[src/regbuf_pkg.sv]
// Constants shared by the registered buffer with parity
package regbuf_pkg;

    localparam int GATED_W    = 22;
    localparam int UNGATED_W  = 6;
    localparam int REG_W      = 28;

    // Register offsets (byte addresses)
    localparam logic [7:0] CONTROL_OFF    = 8'h00;
    localparam logic [7:0] IRQ_STATUS_OFF = 8'h04;
    localparam logic [7:0] IRQ_CLEAR_OFF  = 8'h08;
    localparam logic [7:0] IRQ_ENABLE_OFF = 8'h0C;
    localparam logic [7:0] LINK_STATE_OFF = 8'h10;

    // Control fields
    localparam int CTRL_CHECK_EN_BIT  = 0;
    localparam int CTRL_NO_GATING_BIT = 1;
    localparam logic [1:0] CONTROL_RST = 2'h1;

    // Interrupt fields
    localparam int IRQ_PARITY_BIT  = 0;
    localparam int IRQ_RELEASE_BIT = 1;
    localparam int IRQ_W           = 2;
    localparam logic [1:0] IRQ_ENABLE_RST = 2'h0;

    // Link state fields
    localparam int LS_DRIVING_BIT = 0;
    localparam int LS_LINE_BIT    = 1;
    localparam int LS_GATING_BIT  = 2;
    localparam int LS_RESET_BIT   = 3;
    localparam int LS_COUNT_LSB   = 16;

    // Timing counts in clock cycles
    localparam logic [1:0] ERR_HOLD_CYCLES   = 2'd2;
    localparam logic [1:0] RESET_QUIET_CYCLES = 2'd3;

    localparam logic [1:0] RESP_OKAY   = 2'b00;
    localparam logic [1:0] RESP_SLVERR = 2'b10;

endpackage : regbuf_pkg

[src/parity_error_reporter.sv]
// Parity check and open-drain error pulse stretcher
module parity_error_reporter (
    input  wire logic                         clk,
    input  wire logic                         sys_rst,
    input  wire logic                         clear,
    input  wire logic                         check_en,
    input  wire logic [regbuf_pkg::GATED_W-1:0] gated_data,
    input  wire logic                         parity_bit_in,
    output logic                              error_active,
    output logic                              error_pulse,
    output logic                              quiet
);

    logic [1:0] hold_r;
    logic [1:0] quiet_r;
    logic       mismatch;

    // Odd overall parity expected; even count flags an error
    assign mismatch = ~(^{gated_data, parity_bit_in});

    assign error_pulse  = check_en && mismatch && (quiet_r == 2'd0);
    assign error_active = (hold_r != 2'd0);
    assign quiet        = (quiet_r != 2'd0);

    ////////////////////////////////////////////////////////////////////////
    // Blanking after reset
    always_ff @(posedge clk) begin
        if (sys_rst || clear) begin
            quiet_r <= regbuf_pkg::RESET_QUIET_CYCLES;
        end else if (quiet_r != 2'd0) begin
            quiet_r <= quiet_r - 2'd1;
        end
    end

    ////////////////////////////////////////////////////////////////////////
    // Two-cycle low hold, ended early by reset
    always_ff @(posedge clk) begin
        if (sys_rst || clear) begin
            hold_r <= 2'd0;
        end else if (error_pulse) begin
            hold_r <= regbuf_pkg::ERR_HOLD_CYCLES;
        end else if (hold_r != 2'd0) begin
            hold_r <= hold_r - 2'd1;
        end
    end

endmodule : parity_error_reporter

[src/registered_buffer.sv]
// Registered 1:2 command/address buffer with parity and AXI4-Lite access
module registered_buffer (
    input  wire logic        clk,
    input  wire logic        sys_rst,
    // Memory controller side
    input  wire logic        module_reset_n,
    input  wire logic        select_gating_enable,
    input  wire logic        rank_select_a_n,
    input  wire logic        rank_select_b_n,
    input  wire logic [15:0] address_bits,
    input  wire logic [2:0]  bank_address_bits,
    input  wire logic        ras_n,
    input  wire logic        cas_n,
    input  wire logic        we_n,
    input  wire logic [1:0]  clock_enable,
    input  wire logic [1:0]  on_die_term,
    input  wire logic        parity_bit_in,
    // DRAM side, two copies
    output logic      [27:0] registered_outputs_a,
    output logic      [27:0] registered_outputs_b,
    // Shared open-drain error line
    input  wire logic        parity_error_n_i,
    output logic             parity_error_n_o,
    output logic             parity_error_n_oe,
    // AXI4-Lite slave
    input  wire logic [7:0]  s_axi_awaddr,
    input  wire logic        s_axi_awvalid,
    output logic             s_axi_awready,
    input  wire logic [31:0] s_axi_wdata,
    input  wire logic [3:0]  s_axi_wstrb,
    input  wire logic        s_axi_wvalid,
    output logic             s_axi_wready,
    output logic [1:0]       s_axi_bresp,
    output logic             s_axi_bvalid,
    input  wire logic        s_axi_bready,
    input  wire logic [7:0]  s_axi_araddr,
    input  wire logic        s_axi_arvalid,
    output logic             s_axi_arready,
    output logic [31:0]      s_axi_rdata,
    output logic [1:0]       s_axi_rresp,
    output logic             s_axi_rvalid,
    input  wire logic        s_axi_rready,
    output logic             irq
);

    ////////////////////////////////////////////////////////////////////////
    // Functions

    function automatic logic [31:0] merge_bytes(
        input logic [31:0] old_val,
        input logic [31:0] new_val,
        input logic [3:0]  strb
    );
        logic [31:0] res;
        res = old_val;
        for (int i = 0; i < 4; i++) begin
            if (strb[i]) begin
                res[i*8 +: 8] = new_val[i*8 +: 8];
            end
        end
        return res;
    endfunction : merge_bytes

    function automatic logic is_mapped(input logic [7:0] addr);
        return (addr == regbuf_pkg::CONTROL_OFF)
            || (addr == regbuf_pkg::IRQ_STATUS_OFF)
            || (addr == regbuf_pkg::IRQ_CLEAR_OFF)
            || (addr == regbuf_pkg::IRQ_ENABLE_OFF)
            || (addr == regbuf_pkg::LINK_STATE_OFF);
    endfunction : is_mapped

    ////////////////////////////////////////////////////////////////////////
    // Declarations

    logic [21:0] gated_r;
    logic [5:0]  ungated_r;
    logic        check_pend_r;
    logic        in_reset_r;
    logic [1:0]  control_r;
    logic [1:0]  irq_status_r;
    logic [1:0]  irq_enable_r;
    logic [15:0] error_count_r;

    logic [21:0] gated_in;
    logic [5:0]  ungated_in;
    logic        rank_active;
    logic        gating_mode;
    logic        gated_update;
    logic        dev_clear;
    logic        error_active;
    logic        error_pulse;
    logic        quiet;
    logic        release_event;

    logic        aw_held_r;
    logic        w_held_r;
    logic [7:0]  aw_addr_r;
    logic [31:0] w_data_r;
    logic [3:0]  w_strb_r;
    logic        bvalid_r;
    logic [1:0]  bresp_r;
    logic        rvalid_r;
    logic [31:0] rdata_r;
    logic [1:0]  rresp_r;
    logic        do_write;
    logic        ar_take;
    logic [31:0] read_word;
    logic [1:0]  clear_mask;
    logic [31:0] control_merged;
    logic [31:0] enable_merged;

    ////////////////////////////////////////////////////////////////////////
    // Input grouping and gating decision

    assign gated_in = {we_n, cas_n, ras_n,
                       bank_address_bits, address_bits};
    assign ungated_in = {on_die_term, clock_enable,
                         rank_select_b_n, rank_select_a_n};

    assign rank_active = !rank_select_a_n || !rank_select_b_n;
    assign gating_mode = select_gating_enable
                      && !control_r[regbuf_pkg::CTRL_NO_GATING_BIT];
    // Gated latches follow the selects only in gating mode
    assign gated_update = !gating_mode || rank_active;
    assign dev_clear = !module_reset_n;

    ////////////////////////////////////////////////////////////////////////
    // Pipeline registers, rising edge of the true clock

    always_ff @(posedge clk) begin
        if (sys_rst || dev_clear) begin
            gated_r <= '0;
        end else if (gated_update) begin
            gated_r <= gated_in;
        end
    end

    always_ff @(posedge clk) begin
        if (sys_rst || dev_clear) begin
            ungated_r <= '0;
        end else begin
            ungated_r <= ungated_in;
        end
    end

    // Marks that the next parity bit belongs to this capture
    always_ff @(posedge clk) begin
        if (sys_rst || dev_clear) begin
            check_pend_r <= 1'b0;
        end else begin
            check_pend_r <= rank_active
                && control_r[regbuf_pkg::CTRL_CHECK_EN_BIT];
        end
    end

    always_ff @(posedge clk) begin
        if (sys_rst) begin
            in_reset_r <= 1'b1;
        end else begin
            in_reset_r <= dev_clear;
        end
    end

    assign release_event = in_reset_r && !dev_clear && !sys_rst;

    ////////////////////////////////////////////////////////////////////////
    // Outputs: two copies, forced low at once in reset

    always_comb begin
        if (dev_clear) begin
            registered_outputs_a = '0;
            registered_outputs_b = '0;
        end else begin
            registered_outputs_a = {ungated_r, gated_r};
            registered_outputs_b = {ungated_r, gated_r};
        end
    end

    ////////////////////////////////////////////////////////////////////////
    // Parity check and error line

    parity_error_reporter u_reporter (
        .clk           (clk),
        .sys_rst       (sys_rst),
        .clear         (dev_clear),
        .check_en      (check_pend_r),
        .gated_data    (gated_r),
        .parity_bit_in (parity_bit_in),
        .error_active  (error_active),
        .error_pulse   (error_pulse),
        .quiet         (quiet)
    );

    // Open-drain: only ever pulls low, released in reset
    assign parity_error_n_o  = 1'b0;
    assign parity_error_n_oe = error_active && !dev_clear;

    always_ff @(posedge clk) begin
        if (sys_rst) begin
            error_count_r <= '0;
        end else if (error_pulse && error_count_r != 16'hFFFF) begin
            error_count_r <= error_count_r + 16'h0001;
        end
    end

    ////////////////////////////////////////////////////////////////////////
    // AXI4-Lite write channel

    assign s_axi_awready = !aw_held_r && !bvalid_r;
    assign s_axi_wready  = !w_held_r && !bvalid_r;
    assign s_axi_bvalid  = bvalid_r;
    assign s_axi_bresp   = bresp_r;
    assign do_write      = aw_held_r && w_held_r && !bvalid_r;

    always_ff @(posedge clk) begin
        if (sys_rst) begin
            aw_held_r <= 1'b0;
            aw_addr_r <= '0;
        end else if (s_axi_awvalid && s_axi_awready) begin
            aw_held_r <= 1'b1;
            aw_addr_r <= s_axi_awaddr;
        end else if (do_write) begin
            aw_held_r <= 1'b0;
        end
    end

    always_ff @(posedge clk) begin
        if (sys_rst) begin
            w_held_r <= 1'b0;
            w_data_r <= '0;
            w_strb_r <= '0;
        end else if (s_axi_wvalid && s_axi_wready) begin
            w_held_r <= 1'b1;
            w_data_r <= s_axi_wdata;
            w_strb_r <= s_axi_wstrb;
        end else if (do_write) begin
            w_held_r <= 1'b0;
        end
    end

    always_ff @(posedge clk) begin
        if (sys_rst) begin
            bvalid_r <= 1'b0;
            bresp_r  <= regbuf_pkg::RESP_OKAY;
        end else if (do_write) begin
            bvalid_r <= 1'b1;
            bresp_r  <= is_mapped(aw_addr_r) ? regbuf_pkg::RESP_OKAY
                                             : regbuf_pkg::RESP_SLVERR;
        end else if (s_axi_bready) begin
            bvalid_r <= 1'b0;
        end
    end

    ////////////////////////////////////////////////////////////////////////
    // Control and interrupt registers

    assign control_merged = merge_bytes({30'h0, control_r},
                                        w_data_r, w_strb_r);
    assign enable_merged  = merge_bytes({30'h0, irq_enable_r},
                                        w_data_r, w_strb_r);

    always_ff @(posedge clk) begin
        if (sys_rst) begin
            control_r <= regbuf_pkg::CONTROL_RST;
        end else if (do_write && aw_addr_r == regbuf_pkg::CONTROL_OFF) begin
            control_r <= control_merged[1:0];
        end
    end

    always_ff @(posedge clk) begin
        if (sys_rst) begin
            irq_enable_r <= regbuf_pkg::IRQ_ENABLE_RST;
        end else if (do_write
                     && aw_addr_r == regbuf_pkg::IRQ_ENABLE_OFF) begin
            irq_enable_r <= enable_merged[1:0];
        end
    end

    always_comb begin
        if (do_write && aw_addr_r == regbuf_pkg::IRQ_CLEAR_OFF
                && w_strb_r[0]) begin
            clear_mask = w_data_r[1:0];
        end else begin
            clear_mask = 2'b00;
        end
    end

    // Set wins over a clear in the same cycle
    always_ff @(posedge clk) begin
        if (sys_rst) begin
            irq_status_r <= '0;
        end else begin
            irq_status_r <= (irq_status_r & ~clear_mask)
                | {release_event, error_pulse};
        end
    end

    assign irq = |(irq_status_r & irq_enable_r);

    ////////////////////////////////////////////////////////////////////////
    // AXI4-Lite read channel

    assign s_axi_arready = !rvalid_r;
    assign s_axi_rvalid  = rvalid_r;
    assign s_axi_rdata   = rdata_r;
    assign s_axi_rresp   = rresp_r;
    assign ar_take       = s_axi_arvalid && !rvalid_r;

    always_comb begin
        read_word = 32'h0000_0000;
        if (s_axi_araddr == regbuf_pkg::CONTROL_OFF) begin
            read_word[1:0] = control_r;
        end else if (s_axi_araddr == regbuf_pkg::IRQ_STATUS_OFF) begin
            read_word[1:0] = irq_status_r;
        end else if (s_axi_araddr == regbuf_pkg::IRQ_ENABLE_OFF) begin
            read_word[1:0] = irq_enable_r;
        end else if (s_axi_araddr == regbuf_pkg::LINK_STATE_OFF) begin
            read_word[regbuf_pkg::LS_DRIVING_BIT] = parity_error_n_oe;
            read_word[regbuf_pkg::LS_LINE_BIT]    = parity_error_n_i;
            read_word[regbuf_pkg::LS_GATING_BIT]  = gating_mode;
            read_word[regbuf_pkg::LS_RESET_BIT]   = dev_clear || quiet;
            read_word[31:regbuf_pkg::LS_COUNT_LSB] = error_count_r;
        end
    end

    always_ff @(posedge clk) begin
        if (sys_rst) begin
            rvalid_r <= 1'b0;
            rdata_r  <= '0;
            rresp_r  <= regbuf_pkg::RESP_OKAY;
        end else if (ar_take) begin
            rvalid_r <= 1'b1;
            rdata_r  <= read_word;
            rresp_r  <= is_mapped(s_axi_araddr) ? regbuf_pkg::RESP_OKAY
                                                : regbuf_pkg::RESP_SLVERR;
        end else if (s_axi_rready) begin
            rvalid_r <= 1'b0;
        end
    end

endmodule : registered_buffer

[config.mk]
export PLATFORM = sky130hd
export DESIGN_NAME = registered_buffer
export DESIGN_NICKNAME = d
export VERILOG_FILES = /design/src/regbuf_pkg.sv /design/src/parity_error_reporter.sv /design/src/registered_buffer.sv
export SDC_FILE = /design/constraint.sdc
export NUM_CORES = 1
export LEC_CHECK = 0
export ABC_AREA = 1
export ABC_CLOCK_PERIOD_IN_PS = 1750
export BUFFER_PORTS_ARGS = -buffer_cell sky130_fd_sc_hd__buf_2
export CAP_MARGIN = 20
export CELL_PAD_IN_SITES_DETAIL_PLACEMENT = 1
export CELL_PAD_IN_SITES_GLOBAL_PLACEMENT = 1
export CORE_ASPECT_RATIO = 1.4
export CORE_UTILIZATION = 30
export DETAILED_ROUTE_END_ITERATION = 8
export PLACE_DENSITY_LB_ADDON = 0.1
export SETUP_SLACK_MARGIN = 0.5
export SYNTH_ARGS = -nofsm -noshare
export SYNTH_HDL_FRONTEND = slang
export SYNTH_SLANG_ARGS = --single-unit
[constraint.sdc]
create_clock -name clk -period 1.75 [get_ports clk]
set_input_delay 0.35 -clock clk [delete_from_list [all_inputs] [get_ports clk]]
set_output_delay 0.35 -clock clk [all_outputs]
set_load 0.05 [all_outputs]
==> results of run 1 <==
-- cell type report --
type                       instances  area (um2)
multi-input combinational        502        3198
clock buffer                       9       225.2
timing repair buffer             226        2387
clock inverter                     7       78.83
fill                            1855        7083
sequential                        93        1986
tap                              196       245.2
inverter                         108       539.3
-- kinds of logic (layout without fill, tap and decap cells) --
| family | Yosys count | after routing | share of synthesized area |
|---|---|---|---|
| AND/OR/NAND/NOR | 376 | 378 | 0.3180 |
| buffers and inverters | 173 | 350 | 0.1691 |
| AO/OA/AOI/OAI | 93 | 93 | 0.1013 |
| flip-flops | 93 | 93 | 0.3807 |
| XOR/XNOR | 14 | 14 | 0.02507 |
| adder cells (fa/ha/maj) | 2 | 2 | 0.005116 |
| other | 1 | 15 | 0.0007667 |
-- sequential cells by signal, summed over array words and instances, names as in the netlist --
signal and count:
gated_r 22, s_axi_rdata 20, error_count_r 16, aw_addr_r 8, ungated_r 6, control_r 2, irq_enable_r 2, irq_status_r 2
u_reporter.hold_r 2, u_reporter.quiet_r 2, w_data_r 2, aw_held_r 1, check_pend_r 1, in_reset_r 1, s_axi_bresp 1, s_axi_bvalid 1
s_axi_rresp 1, s_axi_rvalid 1, w_held_r 1, w_strb_r 1
-- stage by stage --
stage / instance area [um2] / utilization / setup slack (ps) / power [uW] / std cells
after floorplan: 5594 / - / 205.5 / 3114 / 766
after global placement: 6113 / 0.3883 / 44.54 / 3280 / 1065
after detailed placement: 6113 / 0.3883 / -39.04 / 3312 / 1065
after CTS: 7646 / 0.4857 / 73.50 / 5599 / 1114
after global routing: 8660 / 0.5501 / -79.29 / 6041 / 1141
final: 8660 / 0.5501 / 24.57 / 5793 / 1141
-- path summary, 6_finish.rpt --
path                                 start                            end  slack, ps  cells past startpoint
setup / recovery  gated_r[11]$_SDFFE_PP0P_       registered_outputs_b[11]         20                      6
hold / removal             clock_enable[1]        ungated_r[3]$_SDFF_PP0_        210                      3
setup reg to reg  gated_r[14]$_SDFFE_PP0P_  error_count_r[2]$_SDFFE_PP0P_         50                     15
hold reg to reg      in_reset_r$_SDFF_PP1_     irq_status_r[1]$_SDFF_PP0_        460                      1
-- placed cells by master, fill, tap and decap left out, types with 21 or more instances in the layout --
master,instances
nand2_1,142
buf_8,61
nor2_1,56
buf_2,54
inv_1,53
nand2_2,50
buf_6,50
buf_4,50
nand2_4,43
dfxtp_1,36
dfxtp_2,36
a21oi_1,32
clkinvlp_4,31
o21ai_0,25
dfxtp_4,21
-- worst reg2reg max path, delay by kind of cell (launching register included) --
family                 cells  cell delay (ps)
buffers and inverters      3              240
flip-flops                 1              370
AND/OR/NAND/NOR           12              990
-- power groups by stage --
stage	registers (uW)	logic, uW	clock network (uW)
final	2260	1480	2050
after global routing	2270	1570	2200
after CTS	2260	1230	2120
after detailed placement	2310	1000	0
after global placement	2300	977	0
after floorplan	2320	792	0
-- timing repair --
action	in CTS	in global routing
pin swaps	32	76
setup buffers	30	22
endpoints found under the setup margin	120	148
cloned	3	5
gates resized for setup	297	223
hold endpoints to repair	0	0
-- layer usage --
| layer | track usage | up-vias | share of wire |
|---|---|---|---|
| met3 | 0.03667 | 28 | 0.029 |
| met5 | 0 | - | 0 |
| li1 | - | 2650 | - |
| met1 | 0.1900 | 2638 | 0.35 |
| met4 | 0.06222 | 0 | 0.023 |
| met2 | 0.3958 | 95 | 0.60 |
==> out/qor.csv, run 1 <==
metric,value,unit
Yosys reg bits,93,
DR vias/cell,4.742,
final count of hold timing violations,0,
"Seq/Total Area, Yosys",0.3807,
CP endpoint kind,primary output,
Initial Util,0.3107,
via count,5411,
sequential group share of total power,0.390,
Logic pwr share,0.255,
fin. max-slew vios,0,
post-layout minimum cycle time,1725,ps
CTS Hold Buffers Added,0,
Final ANT Viol Nets,0,
DRC Markers,0,
H-tree Lvls,3,
cell taking the most area after synthesis,dfxtp_1,
Worst-Skew Late Latency,360,ps
CTS tree,built,
"Slowest-stage cell, CP",dfxtp_4,
initial antenna violation count,0,
number of max-cap violations,0,
Avg Inst Size Synth,6.504,um2
setup TNS,0,ps
first-pass GRT wire length,25780,um
buffers added on ports,142,
FP Rows,54,
Die X,109.9,um
fmax,579.6,MHz
HPWL Detailed,11080,um
# setup viols final,0,
clk_skew,7.117,ps
most numerous cell in the Yosys netlist,nand2_1,
period utilization,0.9860,
CP Max Fanout,4,
Pint,3892,uW
Iter 0 DRT Violations,125,
Worst setup SP type,flip-flop,
drt wl/cell,15.80,um
DIE HEIGHT,153.1,um
CTS Sinks,93,
worst path bufs/invs,5,
gr usage total,0.1961,
P_sw,1901,uW
# IOs,191,
slowest cell delay on critical path,370,ps
CP cell instances,buf_4 > buf_6 > buf_6 > nand2_4 > clkinvlp_4 > buf_6,
critical path's most frequent cell,buf_6,
Synth Flop Type,dfxtp_1,
ratio of cells with drive above 1 in the final layout,0.5640,
1st-pass router iterations,4,
Layout area overhead,77.05,%
"EDFF count, synth",0,
Yosys cell types,35,
Post-Synthesis Cells,752,
CP Data Required Time,1400,ps
CTS Buf Count,9,
Core Region,0.01574,mm2
DRT Wirelength,18030,um
PwrDens,669.0,mW/mm2
antenna cells,0,
Final nets,1033,
Top delay family on crit path,buffers and inverters,
Critical Path AT,1380,ps
Die Footprint,0.01682,mm2
outcome,"finished, final reports clean",
Crit Path Class,flip-flop to primary output,
top post-synthesis cells by area,"dfxtp_1, nand2_1, inv_1",
total number of yosys warnings,0,
clk root buf,clkbuf_16,
remaining global-route overflow,0,
P_leak,0.004039,uW
Async SR Flop Fraction,0,
netlist area before placement,0.004891,mm2
worst-case clock buffer depth,2,
worst hold path class,input pin to flip-flop,
switch share,0.3281,
clk slew on worst S/H paths,70,ps
Final GP Congestion,0.7759,
hold_ws,205.9,ps
largest net degree at the start of global routing,27,
RSZ-0062 raised after global routing,yes,
most frequent cells after synthesis,"nand2_1, inv_1, dfxtp_1",
Worst IR Drop VDD,430.0,uV
Clk pwr share,0.354,
vias in the first global route,5513,
Yosys top cell area share,0.3807,
No activity file was read; power rests on OpenSTA's default activity.
==> inputs of run 2 (changes only) <==
--- a/config.mk
+++ b/config.mk
@@ -6,13 +6,13 @@
 export NUM_CORES = 1
 export LEC_CHECK = 0
 export ABC_AREA = 1
-export ABC_CLOCK_PERIOD_IN_PS = 1750
+export ABC_CLOCK_PERIOD_IN_PS = 1600
 export BUFFER_PORTS_ARGS = -buffer_cell sky130_fd_sc_hd__buf_2
 export CAP_MARGIN = 20
 export CELL_PAD_IN_SITES_DETAIL_PLACEMENT = 1
 export CELL_PAD_IN_SITES_GLOBAL_PLACEMENT = 1
 export CORE_ASPECT_RATIO = 1.4
-export CORE_UTILIZATION = 30
+export CORE_UTILIZATION = 33
 export DETAILED_ROUTE_END_ITERATION = 8
 export PLACE_DENSITY_LB_ADDON = 0.1
 export SETUP_SLACK_MARGIN = 0.5
==> constraint.sdc (replaced) <==
create_clock -name clk -period 1.6 [get_ports clk]
set_input_delay 0.32 -clock clk [delete_from_list [all_inputs] [get_ports clk]]
set_output_delay 0.32 -clock clk [all_outputs]
set_load 0.05 [all_outputs]
==> run 2 against run 1 <==
The run now ends with setup timing left. Combinational power up 30%. Hold slack got worse by 4.1 ps. Clock power up 13%. Register-to-register slack worse by 320 ps. Sequential share of layout area down 2.1 points. Largest power group unchanged.
==> out/qor.csv, run 2 (synthesis gave the netlist of run 1 again) <==
metric,value,unit,change
outcome,finished with violations,,
failing checks,setup timing,,
DRT Wirelength,24700,um,+37%
Initial Util,0.3386,,+0.02794
CP endpoint kind,flip-flop,,
clk_skew,8.779,ps,+1.663 ps
largest net degree at the start of global routing,23,,-15%
clk slew on worst S/H paths,70,ps,about the same
max reg flops,22,,unchanged
worst hold path class,input pin to flip-flop,,
most frequent cells in the layout,"nand2_1, buf_8, buf_4",,
CTS Buf Count,9,,unchanged
CP Max Fanout,7,,+3
CTS tree,built,,
first-pass GRT wire length,32310,um,+25%
gr usage total,0.2674,,+0.07128
worst path bufs/invs,2,,-3
PwrDens,693.2,mW/mm2,+3.6%
Final nets,1091,,+5.6%
# setup viols final,28,,+28
Die Footprint,0.01532,mm2,-9.0%
# IOs,191,,unchanged
FP Rows,52,,-3.7%
vias in the first global route,6450,,+17%
DRC Markers,0,,unchanged
DR top layer,met4,,
clk root buf,clkbuf_16,,
CP cell instances,nand2_2 > inv_2 > nor2_4 > nand2_1 > nand3_1 > nand2_2 > nand2_2 > nand3_2 > nand2_4 > buf_6 > nand3_2 > nand2_2 > nand2_2 > nor2_2,,
Final GP Congestion,0.7600,,-2.0%
"Slowest-stage cell, CP",dfxtp_4,,
Worst setup SP type,flip-flop,,
Worst R2R Setup Slack,-270,ps,-320 ps
initial antenna violation count,1,,+1
DR vias/cell,5.088,,+7.3%
slowest cell delay on critical path,380,ps,about the same
RSZ-0062 raised after global routing,yes,,
metal3 WL,768,um,+47%
Worst IR Drop VDD,460.0,uV,+7.0%
post-layout minimum cycle time,1869,ps,
Crit Path Class,flip-flop to flip-flop,,
via count,6070,,+12%
Top delay family on crit path,simple AND/OR/NAND/NOR gates,,
Final Non-Filler Cells,1193,,+4.6%
Die X,104.9,um,-4.6%
hold_ws,201.8,ps,-4.089 ps
ratio of cells with drive above 1 in the final layout,0.6441,,+0.08005
Iter 0 DRT Violations,176,,+41%
"most common cell after layout, fill and taps aside",nand2_1,,
# fillers,1590,,-14%
Tot Pwr,6726,uW,+16%
Worst-Skew Late Latency,350,ps,about the same
worst-case clock buffer depth,2,,unchanged
period utilization,1.168,,
CTS Sinks,93,,unchanged
number of max-cap violations,0,,unchanged
CTS Hold Buffers Added,0,,unchanged
fmax,535.1,MHz,
buffers added on ports,142,,unchanged
critical path's most frequent cell,nand2_2,,
P_leak,0.004363,uW,+8.0%
remaining global-route overflow,0,,unchanged
Top reg by flops,gated_r,,
Core Region,0.01444,mm2,-8.2%
DP Cell Count,1103,,+3.6%
met2 wire len,14570,um,+35%
final count of hold timing violations,0,,unchanged
H-tree Lvls,3,,unchanged
fin. max-slew vios,0,,unchanged
DIE HEIGHT,146.0,um,-4.6%
CP Data Required Time,1870,ps,+470 ps
Final ANT Viol Nets,0,,unchanged
met1 WL,8195,um,+31%
Final WS setup,-268.7,ps,-293.3 ps
Layout area overhead,98.39,%,
drt wl/cell,20.70,um,+31%
Critical Path AT,2140,ps,+760 ps
HPWL Detailed,11560,um,+4.4%
1st-pass router iterations,6,,+2
run 2: per-stage QoR:
| step | utilization | setup WS (ps) | area [um2] | setup TNS (ps) |
|---|---|---|---|---|
| finish | 0.6718 | -268.7 | 9703 | -3754 |
| CTS | 0.6014 | -102.7 | 8687 | -1299 |
| global placement | 0.4473 | -78.58 | 6461 | -784.6 |
| global route | 0.6718 | -368.1 | 9703 | -6414 |
| floorplan | - | 71.28 | 5643 | 0 |
| detailed placement | 0.4473 | -201.1 | 6461 | -3361 |
run 2: report_power, final:
group          switching [uW]  internal [uW]
sequential                105           2380
combinational            1140            783
clock                    1010           1310
run 2: area by class of cell:
class                           instances  area (um2)  area share
Sequential cell                        93        2021      0.2083
Clock buffer                           12       256.5     0.02643
Timing Repair Buffer                  283        3147      0.3243
Tap cell                              189       236.5     0.02437
Antenna cell                            1       2.502   0.0002579
Inverter                              108       550.5     0.05674
Multi-Input combinational cell        503        3435      0.3540
Clock inverter                          4       55.05    0.005674
run 2: path summary, 6_finish.rpt:
| kind | from | to | cells after the start |
|---|---|---|---|
| setup reg to reg | gated_r[8]$_SDFFE_PP0P_ | error_count_r[6]$_SDFFE_PP0P_ | 14 |
| hold / removal | s_axi_awaddr[0] | aw_addr_r[0]$_SDFFE_PP0P_ | 3 |
| setup / recovery | gated_r[8]$_SDFFE_PP0P_ | error_count_r[6]$_SDFFE_PP0P_ | 14 |
| hold reg to reg | s_axi_rdata[27]$_SDFFE_PP0P_ | s_axi_rdata[27]$_SDFFE_PP0P_ | 2 |
run 2: per-layer routing:
metal  GRT usage  vias to the layer above
met3     0.04866                       76
met1      0.2497                     3015
li1            -                     2773
met4      0.1190                        0
met5           0                        -
met2      0.5477                      206
run 2: timing repair:
| item | in CTS | in global routing |
|---|---|---|
| setup buffers | 31 | 29 |
| resized for setup | 441 | 224 |
| gates cloned | 12 | 1 |
| pin swaps | 60 | 82 |
| endpoints found under the setup margin | 161 | 173 |
run 2: tightest hold or removal path: stages:
cell     delay (ps)
buf_2            80
o21ai_2          40
nor2_1           70
==> inputs of run 3 (changes only) <==
--- a/config.mk
+++ b/config.mk
@@ -12,6 +12,7 @@
 export CELL_PAD_IN_SITES_DETAIL_PLACEMENT = 1
 export CELL_PAD_IN_SITES_GLOBAL_PLACEMENT = 1
 export CORE_ASPECT_RATIO = 1.4
+export CORE_MARGIN = 8
 export CORE_UTILIZATION = 33
 export DETAILED_ROUTE_END_ITERATION = 8
 export PLACE_DENSITY_LB_ADDON = 0.1
==> run 3 against run 2 <==
The flow still finishes with violations (setup timing). Hold slack improved by 10 ps. Non-clock buffer count increased by 3. Register-to-register slack got worse by 160 ps. Clock power decreased by 8.6%. Sequential power about the same. Fmax decreased by 7.7%. Worst setup slack got worse by 160 ps. Wire length increased by 15%. Global-route usage decreased by 4.1 points.
==> out/qor.csv, run 3 (synthesis gave the netlist of run 1 again) <==
metric,value,unit,change
dpl ws,-193.8,ps,+7.315 ps
fmax,494.0,MHz,-7.7%
via count,6193,,+2.0%
buffers added on ports,142,,unchanged
max reg flops,22,,unchanged
CP cell instances,xnor2_1 > nor2_1 > inv_1 > nand2_1 > nand2_1 > nand2_1 > nand3_4 > nand2_8 > buf_6 > nand4_1 > nand2_1 > nor2_1,,
initial antenna violation count,2,,+1
CTS Buf Count,9,,unchanged
largest net degree at the start of global routing,27,,+17%
period utilization,1.265,,+0.09734
Die Footprint,0.01903,mm2,+24%
Iter 0 DRT Violations,281,,+60%
Worst setup SP type,flip-flop,,
DRT Wirelength,28320,um,+15%
Core Region,0.01451,mm2,+0.45%
Initial Util,0.3371,,-0.001518
DRC Markers,0,,unchanged
RSZ-0062 raised after global routing,yes,,
number of max-cap violations,0,,unchanged
CP Max Fanout,8,,+1
P_leak,0.004532,uW,+3.9%
final count of hold timing violations,0,,unchanged
vias in the first global route,6615,,+2.6%
Layout area overhead,100.5,%,
first-pass GRT wire length,34650,um,+7.3%
Final WS setup,-424.5,ps,-155.7 ps
worst hold path class,input pin to flip-flop,,
worst path bufs/invs,2,,unchanged
Crit Path Class,flip-flop to flip-flop,,
hold_ws,212.0,ps,+10.12 ps
Tot Pwr,6662,uW,-0.95%
drt wl/cell,23.66,um,+14%
critical path's most frequent cell,nand2_1,,
worst-case clock buffer depth,2,,unchanged
"most common cell after layout, fill and taps aside",nand2_1,,
fin. max-slew vios,0,,unchanged
slowest cell delay on critical path,340,ps,-40 ps
Top reg by flops,gated_r,,
H-tree Lvls,3,,unchanged
failing checks,setup timing,,
remaining global-route overflow,0,,unchanged
Die X,118.9,um,+13%
"Slowest-stage cell, CP",dfxtp_2,,
clk slew on worst S/H paths,70,ps,about the same
Critical Path AT,2250,ps,+110 ps
1st-pass router iterations,6,,unchanged
Final ANT Viol Nets,0,,unchanged
FP Rows,52,,unchanged
DIE HEIGHT,160.0,um,+9.6%
CP Data Required Time,1820,ps,-50 ps
post-layout minimum cycle time,2024,ps,+155.7 ps
Final GP Congestion,0.7716,,+1.5%
# setup viols final,21,,-25%
most frequent cells in the layout,"nand2_1, buf_8, buf_4",,
Worst-Skew Late Latency,360,ps,about the same
CTS Sinks,93,,unchanged
clk_skew,13.39,ps,+4.612 ps
Final nets,1094,,+0.27%
gr usage total,0.2264,,-0.04095
# IOs,191,,unchanged
clk root buf,clkbuf_16,,
CP endpoint kind,flip-flop,,
DR vias/cell,5.174,,+1.7%
CTS tree,built,,
PwrDens,679.4,mW/mm2,-2.0%
Worst IR Drop VDD,436.4,uV,-5.1%
outcome,finished with violations,,
Top delay family on crit path,simple AND/OR/NAND/NOR gates,,
ratio of cells with drive above 1 in the final layout,0.6511,,+0.007026
HPWL Detailed,12490,um,+8.0%
==> run 3: cell types whose count changed in the layout (fill, tap and decap cells not counted), sizes merged <==
cell | before | now
diode | 1 | 2
buf | 281 | 282
bufinv | 1 | 0
inv | 76 | 77
clkinv | 2 | 3
bufbuf | 1 | 2
==> run 3: cell type report <==
cell class	instances	area, um2
Fill cell	1594	4703
Multi-Input combinational cell	503	3523
Timing Repair Buffer	286	3219
Sequential cell	93	2001
Inverter	108	543.0
Clock buffer	11	242.7
Tap cell	189	236.5
Clock inverter	5	35.03
Antenna cell	2	5.005
==> run 3: repair_timing <==
action,CTS,global route
setup buffers,40,24
cloned,12,4
pin swaps,77,65
setup endpoints to repair,164,175
gates resized for setup,498,188
hold buffers,0,0
==> run 3: final timing paths <==
kind,slack [ps],to,start,cells past startpoint
max,-420,error_count_r[6]$_SDFFE_PP0P_,gated_r[19]$_SDFFE_PP0P_,12
min,210,aw_addr_r[4]$_SDFFE_PP0P_,s_axi_awaddr[4],3
max reg2reg,-420,error_count_r[6]$_SDFFE_PP0P_,gated_r[19]$_SDFFE_PP0P_,12
min reg2reg,470,irq_status_r[1]$_SDFF_PP0_,in_reset_r$_SDFF_PP1_,1
==> run 3: metal layers <==
layer / GRT usage / share of wire
met5: 0 / 0
met4: 0.1033 / 0.058
met3: 0.03529 / 0.028
met2: 0.4687 / 0.57
met1: 0.2050 / 0.34
==> run 3: where the power goes <==
part / total (uW) / switching (uW) / internal [uW]
clock: 2120 / 1020 / 1100
sequential: 2490 / 109 / 2380
combinational: 2050 / 1220 / 827
total: 6660 / 2350 / 4310
==> run 3: metrics by stage <==
step | utilization | instance area (um2) | instances | setup TNS (ps)
5_1_grt | 0.6758 | 9806 | 1197 | -7606
4_1_cts | 0.6112 | 8869 | 1167 | -1290
2_1_floorplan | - | 5643 | 766 | 0
3_5_place_dp | 0.4424 | 6419 | 1099 | -2960
3_3_place_gp | 0.4424 | 6419 | 1099 | -999.1
6_report | 0.6758 | 9806 | 1197 | -6224
==> run 3: worst reg2reg max path: cells and delay by family, from the launching register on <==
family / cells / cell delay, ps
XOR/XNOR: 1 / 160
buffers and inverters: 2 / 210
AND/OR/NAND/NOR: 9 / 1170
flip-flops: 1 / 340
